===== src/shared/dpb_regs.svh =====
// Timing constants for the dual-port memory write controller
`ifndef DPB_REGS_SVH
`define DPB_REGS_SVH
`define DPB_CLK_PERIOD_NS 25
`define DPB_WRITE_PULSE_NS 55
`define DPB_HIGHZ_NS 40
`define DPB_DATA_SETUP_NS 40
`define DPB_WRITE_HOLD_AFTER_BUSY_NS 20
`define DPB_BUSY_ASSERT_FROM_SELECT_NS 50
`define DPB_BUSY_RELEASE_FROM_SELECT_NS 50
`define DPB_CYC_UP(ns) (((ns) + `DPB_CLK_PERIOD_NS - 1) / `DPB_CLK_PERIOD_NS)
`define DPB_MAXI(a, b) (((a) > (b)) ? (a) : (b))
`define DPB_PULSE_CYC `DPB_CYC_UP(`DPB_MAXI(`DPB_WRITE_PULSE_NS, `DPB_HIGHZ_NS + `DPB_DATA_SETUP_NS))
`define DPB_BUSY_WAIT_CYC `DPB_CYC_UP(`DPB_BUSY_ASSERT_FROM_SELECT_NS)
`define DPB_HOLD_CYC `DPB_CYC_UP(`DPB_WRITE_HOLD_AFTER_BUSY_NS)
`define DPB_SETUP_CYC 1
`define DPB_RECOVER_CYC 1
`define DPB_SYNC_CYC 4
`endif


===== src/shared/dpb_pkg.sv =====
// Types shared by the dual-port memory write controller
package dpb_pkg;
  typedef enum logic [2:0] {
    DPB_IDLE,
    DPB_SETUP,
    DPB_STROBE,
    DPB_HOLD,
    DPB_RECOVER
  } dpb_state_t;
endpackage : dpb_pkg


===== src/shared/dpb_sync_if.sv =====
// Synchronised busy level passed from the pin filter to the controller
interface dpb_sync_if;
  logic busy_n;
  modport src (output busy_n);
  modport dst (input  busy_n);
endinterface : dpb_sync_if


===== src/verilog/dpb_busy_sync.sv =====
// Three-stage synchroniser for the busy pin; level moves once stages two and three agree
module dpb_busy_sync (
  input  wire logic clk_i,
  input  wire logic reset_i,
  input  wire logic busy_n_i,
  dpb_sync_if.src   sync
);
  typedef struct packed {
    logic s1;
    logic s2;
    logic s3;
    logic lvl;
  } dpb_sync_st_t;

  dpb_sync_st_t st_q;
  dpb_sync_st_t st_d;

  always_comb
  begin
    st_d     = st_q;
    st_d.s1  = busy_n_i;
    st_d.s2  = st_q.s1;
    st_d.s3  = st_q.s2;
    if (st_q.s2 == st_q.s3)
    begin
      st_d.lvl = st_q.s3;
    end
  end

  always_ff @(posedge clk_i or posedge reset_i)
  begin
    if (reset_i)
    begin
      st_q <= '{s1: 1'b1, s2: 1'b1, s3: 1'b1, lvl: 1'b1};
    end
    else
    begin
      st_q <= st_d;
    end
  end

  assign sync.busy_n = st_q.lvl;
endmodule : dpb_busy_sync


===== src/verilog/dpb_port_master.sv =====
// Bus master for one port of an asynchronous dual-port memory with busy arbitration
// Function
// - Address changes only with select or strobe high
// - Drive data only after outputs turn off
// - Strobe width covers turn-off plus data setup
// - Busy valid by write strobe start (strobe falls with select and is held through the busy window instead)
// - Hold strobe after busy release
`include "dpb_regs.svh"
module dpb_port_master (
  input  wire logic       clk_i,
  input  wire logic       reset_i,
  input  wire logic       req_valid_i,
  output logic            req_ready_o,
  input  wire logic       req_write_i,
  input  wire logic [9:0] req_addr_i,
  input  wire logic [7:0] req_wdata_i,
  output logic            rsp_valid_o,
  output logic [7:0]      rsp_rdata_o,
  output logic            rsp_blocked_o,
  output logic            sel_n_o,
  output logic            wr_n_o,
  output logic            oe_n_o,
  output logic [9:0]      addr_o,
  input  wire logic [7:0] data_i,
  output logic [7:0]      data_o,
  output logic            data_oe_o,
  input  wire logic       busy_n_i
);
  localparam logic [3:0] PULSE_CYC = 4'(`DPB_PULSE_CYC);
  localparam logic [3:0] WAIT_CYC  = 4'(`DPB_BUSY_WAIT_CYC);
  localparam logic [3:0] HOLD_CYC  = 4'(`DPB_HOLD_CYC);
  localparam logic [3:0] SETUP_CYC = 4'(`DPB_SETUP_CYC);
  localparam logic [3:0] RCV_CYC   = 4'(`DPB_RECOVER_CYC);
  // Busy bound plus synchroniser latency: no strobe ends before busy is visible here
  localparam logic [3:0] BUSY_WIN_CYC = 4'(`DPB_BUSY_WAIT_CYC + `DPB_SYNC_CYC);

  typedef struct packed {
    dpb_pkg::dpb_state_t state;
    logic [3:0]          cnt;
    logic                write;
    logic                was_busy;
    logic                sel_n;
    logic                wr_n;
    logic                oe_n;
    logic [9:0]          addr;
    logic [7:0]          wdata;
    logic                data_oe;
    logic                rsp_valid;
    logic [7:0]          rdata;
    logic                blocked;
  } dpb_master_st_t;

  // Pins parked inactive and nothing driven onto the data bus
  localparam dpb_master_st_t ST_RESET = '{
    state:     dpb_pkg::DPB_IDLE,
    cnt:       4'h0,
    write:     1'b0,
    was_busy:  1'b0,
    sel_n:     1'b1,
    wr_n:      1'b1,
    oe_n:      1'b1,
    addr:      10'h000,
    wdata:     8'h00,
    data_oe:   1'b0,
    rsp_valid: 1'b0,
    rdata:     8'h00,
    blocked:   1'b0
  };

  dpb_master_st_t st_q;
  dpb_master_st_t st_d;
  dpb_sync_if     busy_sync ();
  logic           busy_n;

  dpb_busy_sync u_sync (
    .clk_i    (clk_i),
    .reset_i  (reset_i),
    .busy_n_i (busy_n_i),
    .sync     (busy_sync)
  );

  assign busy_n = busy_sync.busy_n;

  function automatic logic [3:0] dec(input logic [3:0] v);
    dec = (v == 4'h0) ? 4'h0 : 4'(v - 4'h1);
  endfunction : dec

  function automatic logic [3:0] strobe_cyc(input logic wr);
    // Reads need no pulse width, only the busy window
    strobe_cyc = wr ? `DPB_MAXI(PULSE_CYC, BUSY_WIN_CYC) : BUSY_WIN_CYC;
  endfunction : strobe_cyc

  function automatic logic [3:0] resume_cyc(input logic wr);
    // Blocked write completes after release; blocked read waits for valid data
    resume_cyc = wr ? HOLD_CYC : WAIT_CYC;
  endfunction : resume_cyc

  // Select, strobe and output enable rise on the same edge
  function automatic dpb_master_st_t park_pins(input dpb_master_st_t s);
    dpb_master_st_t r;
    r         = s;
    r.sel_n   = 1'b1;
    r.wr_n    = 1'b1;
    r.oe_n    = 1'b1;
    park_pins = r;
  endfunction : park_pins

  always_comb
  begin
    st_d           = st_q;
    st_d.rsp_valid = 1'b0;
    unique case (st_q.state)
      dpb_pkg::DPB_IDLE:
      begin
        if (req_valid_i)
        begin
          // Address moves only while select and strobe are both high
          st_d.addr     = req_addr_i;
          st_d.write    = req_write_i;
          st_d.wdata    = req_wdata_i;
          st_d.was_busy = 1'b0;
          st_d.cnt      = SETUP_CYC;
          st_d.state    = dpb_pkg::DPB_SETUP;
        end
      end
      dpb_pkg::DPB_SETUP:
      begin
        st_d.cnt = dec(st_q.cnt);
        if (st_q.cnt == 4'h0)
        begin
          // Strobe and select fall on the same edge with output enable held high: outputs never turn on during a write
          st_d.wr_n  = ~st_q.write;
          st_d.oe_n  = st_q.write;
          st_d.sel_n = 1'b0;
          // Long enough for device busy to settle before strobe counts
          st_d.cnt   = strobe_cyc(st_q.write);
          st_d.state = dpb_pkg::DPB_STROBE;
        end
      end
      dpb_pkg::DPB_STROBE:
      begin
        // Data driven only after outputs are off, one cycle into the strobe
        st_d.data_oe = st_q.write;
        if (!busy_n)
        begin
          // Blocked port: device drops the write; keep strobe until release
          st_d.was_busy = 1'b1;
          st_d.cnt      = resume_cyc(st_q.write);
        end
        else
        begin
          st_d.cnt = dec(st_q.cnt);
          if (st_q.cnt == 4'h0)
          begin
            if (!st_q.write)
            begin
              st_d.rdata = data_i;
            end
            // Write ends on this edge, with select and strobe rising together
            st_d       = park_pins(st_d);
            st_d.cnt   = RCV_CYC;
            st_d.state = dpb_pkg::DPB_HOLD;
          end
        end
      end
      dpb_pkg::DPB_HOLD:
      begin
        // Data held one cycle past strobe rise, then released
        st_d.data_oe = 1'b0;
        st_d.cnt     = dec(st_q.cnt);
        if (st_q.cnt == 4'h0)
        begin
          st_d.rsp_valid = 1'b1;
          st_d.blocked   = st_q.was_busy;
          st_d.state     = dpb_pkg::DPB_RECOVER;
        end
      end
      dpb_pkg::DPB_RECOVER:
      begin
        // One cycle with select high between accesses
        st_d.state = dpb_pkg::DPB_IDLE;
      end
      default:
      begin
        // An illegal state code parks select, strobe and output enable and releases the data bus before returning to idle
        st_d         = park_pins(st_d);
        st_d.data_oe = 1'b0;
        st_d.state   = dpb_pkg::DPB_IDLE;
      end
    endcase
  end

  // Asynchronous reset parks the pins at once, without waiting for a clock
  always_ff @(posedge clk_i or posedge reset_i)
  begin
    if (reset_i)
    begin
      st_q <= ST_RESET;
    end
    else
    begin
      st_q <= st_d;
    end
  end

  // Ready comes straight from the state; every pin and data output is a flip-flop
  assign req_ready_o   = (st_q.state == dpb_pkg::DPB_IDLE);
  assign rsp_valid_o   = st_q.rsp_valid;
  assign rsp_rdata_o   = st_q.rdata;
  assign rsp_blocked_o = st_q.blocked;
  assign sel_n_o       = st_q.sel_n;
  assign wr_n_o        = st_q.wr_n;
  assign oe_n_o        = st_q.oe_n;
  assign addr_o        = st_q.addr;
  assign data_o        = st_q.wdata;
  assign data_oe_o     = st_q.data_oe;
endmodule : dpb_port_master

===== config.mk =====
export PLATFORM = sky130hd
export DESIGN_NAME = dpb_port_master
export DESIGN_NICKNAME = d
export VERILOG_FILES = /design/src/shared/dpb_pkg.sv /design/src/shared/dpb_sync_if.sv /design/src/verilog/dpb_busy_sync.sv /design/src/verilog/dpb_port_master.sv
export VERILOG_INCLUDE_DIRS = /design/src /design/src/shared
export SDC_FILE = /design/constraint.sdc
export NUM_CORES = 1
export LEC_CHECK = 0
export ABC_AREA = 1
export BUFFER_PORTS_ARGS = -buffer_cell sky130_fd_sc_hd__buf_2
export CAP_MARGIN = 20
export CORE_MARGIN = 10
export CORE_UTILIZATION = 43
export DETAILED_ROUTE_END_ITERATION = 10
export GPL_ROUTABILITY_DRIVEN = 0
export PLACE_DENSITY = 0.68
export SYNTH_ARGS = -nofsm -noshare
export SYNTH_HDL_FRONTEND = slang
export SYNTH_HIERARCHICAL = 1
export SYNTH_SLANG_ARGS = --single-unit

===== constraint.sdc =====
create_clock -name clk_i -period 2.6 [get_ports clk_i]
set_input_delay 0.26 -clock clk_i [delete_from_list [all_inputs] [get_ports clk_i]]
set_output_delay 0.26 -clock clk_i [all_outputs]
set_load 0.01 [all_outputs]

==> impl_metrics.py <==
metrics = {
    "timing": {
        "fmaxAchievable_mhz": 579,
        "timing.slew.headroom_pct": 42.8,
        "tightest_slew_ns": 0.853,
        "slew_violations": 0,
        "setup_viol_count_final": 0,
        "hold_viol": 0,
        "fin_crit_sh_pct": 66.4,
        "period_minus_slack_ns": 1.73,
        "rsz0062_at_grt": "false",
        "fin_setup_tns_ns": 0,
        "fin_skew_ns": 0.00874,
    },
    "pwr": {
        "switching_share_pct": 42.1,
        "power.switching_w": 0.00120,
        "peakVddDrop_v": 0.000480,
        "finalPower_w": 0.00286,
        "internal_power_w": 0.00166,
        "p_leak_nw": 1.34,
        "sequentialPowerShare_pct": 41.2,
        "clkPwrFrac_pct": 15.1,
        "comb_power_share_pct": 43.7,
        "power.density_nw_per_um2": 1160,
    },
    "critical_path": {
        "cp_data_arrival_time_ns": 1.47,
        "crit_path_start": "st_q[39]",
        "critPathSlowestCell": "dfrtp_1",
        "start_kind": "register",
        "critPathMaxStageDelay_ns": 0.45,
        "crit_chain": "nor2_2 > nand2_2 > inv_2 > buf_4 > buf_2",
        "critPathKind": "register to output pin",
        "cp_max_fo": 19,
        "rr_startpoint": "st_q[39]",
        "cp-end-kind": "output pin",
        "critPathCapture": "req_ready_o",
        "required_ns": 2.34,
        "r2r-end": "st_q[33]",
        "r2r_setup_slack_ns": 1.01,
        "reg2reg_depth": 6,
    },
    "synth": {
        "seq_area_frac_synth_pct": 51.4,
        "ys_warn_count": 6,
        "synth.distinct_cells": 28,
        "synth_cells": 253,
        "syn_area_sq_um": 2210,
        "postSynthAreaPerCell_sq_um": 8.72,
        "ys_ff_latch": 45,
        "syn_nets": 285,
    },
    "clocking": {
        "hold_buffers": 0,
        "clkTransAtPathRegs_ns": 0.09,
        "ctsResizeCount": 0,
        "clock_sinks": 45,
        "cts-root-buf": "clkbuf_8",
        "post_cts_buffers": 0,
        "htree_levels": 2,
        "cts_buffers": 5,
        "cts_tree": "yes",
        "cts_buffer_depth": 2,
        "clk_latency_ns": 0.30,
    },
    "floorplan": {
        "die_h_um": 91.6,
        "initial_core_util_pct": 43.7,
        "dieArea_sq_um": 8400,
        "die_w_um": 91.6,
        "core_sq_um": 5040,
        "rows": 26,
        "ios": 64,
    },
    "finish": {
        "layout.nets": 324,
        "finalInstanceArea_sq_um": 2460,
        "synthToLayoutAreaGrowth_pct": 11.6,
        "final_common_cell": "nand2_1",
        "final_cell_mix": "nand2_1, buf_2, dfrtp_1",
        "layout-drive-gt1-share_pct": 32.8,
        "insertedDiodeCount": 0,
        "fillCellCount": 507,
    },
    "status": {
        "status": "complete, no violations",
    },
    "route": {
        "ant_nets": 0,
        "post-route-drc-count": 0,
        "wl_per_cell_um": 13.2,
        "via_count": 1687,
        "vias_per_cell": 4.65,
        "finalWirelength_um": 4780,
        "drtPass1Iterations": 4,
        "drt-initial-drc-count": 146,
    },
    "grt": {
        "grt_usage_pct": 11.5,
        "grt_max_degree": 25,
        "grt_remaining_overflow": 0,
        "grt_pass1_wl_um": 8070,
        "grt_antenna_before_repair": 0,
        "grt_pass1_vias": 1683,
    },
    "min_path": {
        "worst_hold_path_type": "primary input to asynchronous set/reset pin",
    },
    "placed_design": {
        "port_buffers": 63,
        "dp_hpwl_um": 3630,
        "place_area_sq_um": 2370,
    },
    "flow_run": {
        "drv_cap": 0,
    },
}
==> kinds of logic after synthesis <==
kind of cell	after synthesis	synth area share, %
simple gates	128	26.6
buf+inv	57	15.6
flops	45	51.4
compound gates	20	4.99
xor+xnor	2	0.794
fa+ha+maj	1	0.567
==> cells in the mapped netlist <==
library cell	n	area, sq um
buf_6	3	33.8
a21oi_1	4	20.0
nand2_2	5	31.3
nand4_1	2	12.5
inv_1	21	78.8
o21ai_0	12	60.1
xor2_1	2	17.5
nor2_1	8	30.0
nand3_1	24	120
dfrtp_1	38	951
nand2_4	1	11.3
nor3_1	2	10.0
nor2_8	1	20.0
nor2_2	1	6.26
a21oi_2	1	8.76
or2_4	1	8.76
o211ai_1	1	7.51
ha_1	1	12.5
buf_4	28	210
nand2_1	80	300
buf_2	2	10.0
nand3b_1	1	7.51
o21ai_1	1	5.00
inv_2	3	11.3
dfstp_2	7	184
nand3_4	1	17.5
nor2_4	1	11.3
o21ai_2	1	8.76
==> layer usage <==
layer | global-route usage [%] | vias to the layer above | wire (um)
met5 | 0 | - | 0
met4 | 3.52 | 0 | 63
met3 | 5.05 | 8 | 424
met2 | 17.8 | 58 | 2230
met1 | 14.1 | 781 | 2070
li1 | - | 840 | -
==> layout make-up <==
| class | instances | area [sq um] | area share, % |
|---|---|---|---|
| clock inverters | 3 | 22.5 | 0.915 |
| flip-flops and latches | 45 | 1130 | 46.1 |
| repair buffers | 65 | 330 | 13.4 |
| inverters | 24 | 90.1 | 3.66 |
| well taps | 70 | 87.6 | 3.56 |
| clock buffers | 5 | 68.8 | 2.80 |
| multi-input cells | 151 | 727 | 29.5 |
==> state kept, by name, summed over array words and instances, names as in the netlist, 2 cells and up <==
name and count:
u_sync/st_d 2, addr_o 10, rsp_rdata_o 8, st_q 9, data_o 8
==> power groups by stage <==
| stage | logic, W | registers, W | clock network, W |
|---|---|---|---|
| floorplan | 0.00115 | 0.00116 | 0 |
| global placement | 0.00124 | 0.00118 | 0 |
| detailed placement | 0.00127 | 0.00119 | 0 |
| CTS | 0.00128 | 0.00118 | 0.000445 |
| global route | 0.00143 | 0.00122 | 0.000481 |
| finish | 0.00125 | 0.00118 | 0.000432 |
==> metrics by stage <==
| stage | setup WS [ns] | hold slack [ns] | utilization [%] | cells |
|---|---|---|---|---|
| 2_1_floorplan | 1.23 | 0.215 | - | 253 |
| 3_3_place_gp | 1.03 | 0.348 | 47.0 | 355 |
| 3_5_place_dp | 1.03 | 0.351 | 47.0 | 355 |
| 4_1_cts | 0.882 | 0.0422 | 48.8 | 363 |
| 5_1_grt | 0.771 | 0.0397 | 48.8 | 363 |
| 6_report | 0.873 | 0.0235 | 48.8 | 363 |
==> worst min path at each step <==
| stage | start | to | slack, ns |
|---|---|---|---|
| after CTS | reset_i | u_sync/st_d[2] | 0.04 |
| after global routing | busy_n_i | u_sync/st_d[2] | 0.04 |
| after floorplan | reset_i | u_sync/st_d[1] | 0.22 |
| after global placement | u_sync/st_d[2] | u_sync/st_d[1] | 0.35 |
| after detailed placement | u_sync/st_d[2] | u_sync/st_d[1] | 0.35 |
| final | reset_i | rsp_blocked_o | 0.02 |
==> worst max-delay path: cells and delay by family (launching register included) <==
family | cells | cell delay [ns]
simple gates | 2 | 0.26
buf+inv | 3 | 0.45
flops | 1 | 0.45
Power figures use the tool's default switching activity.
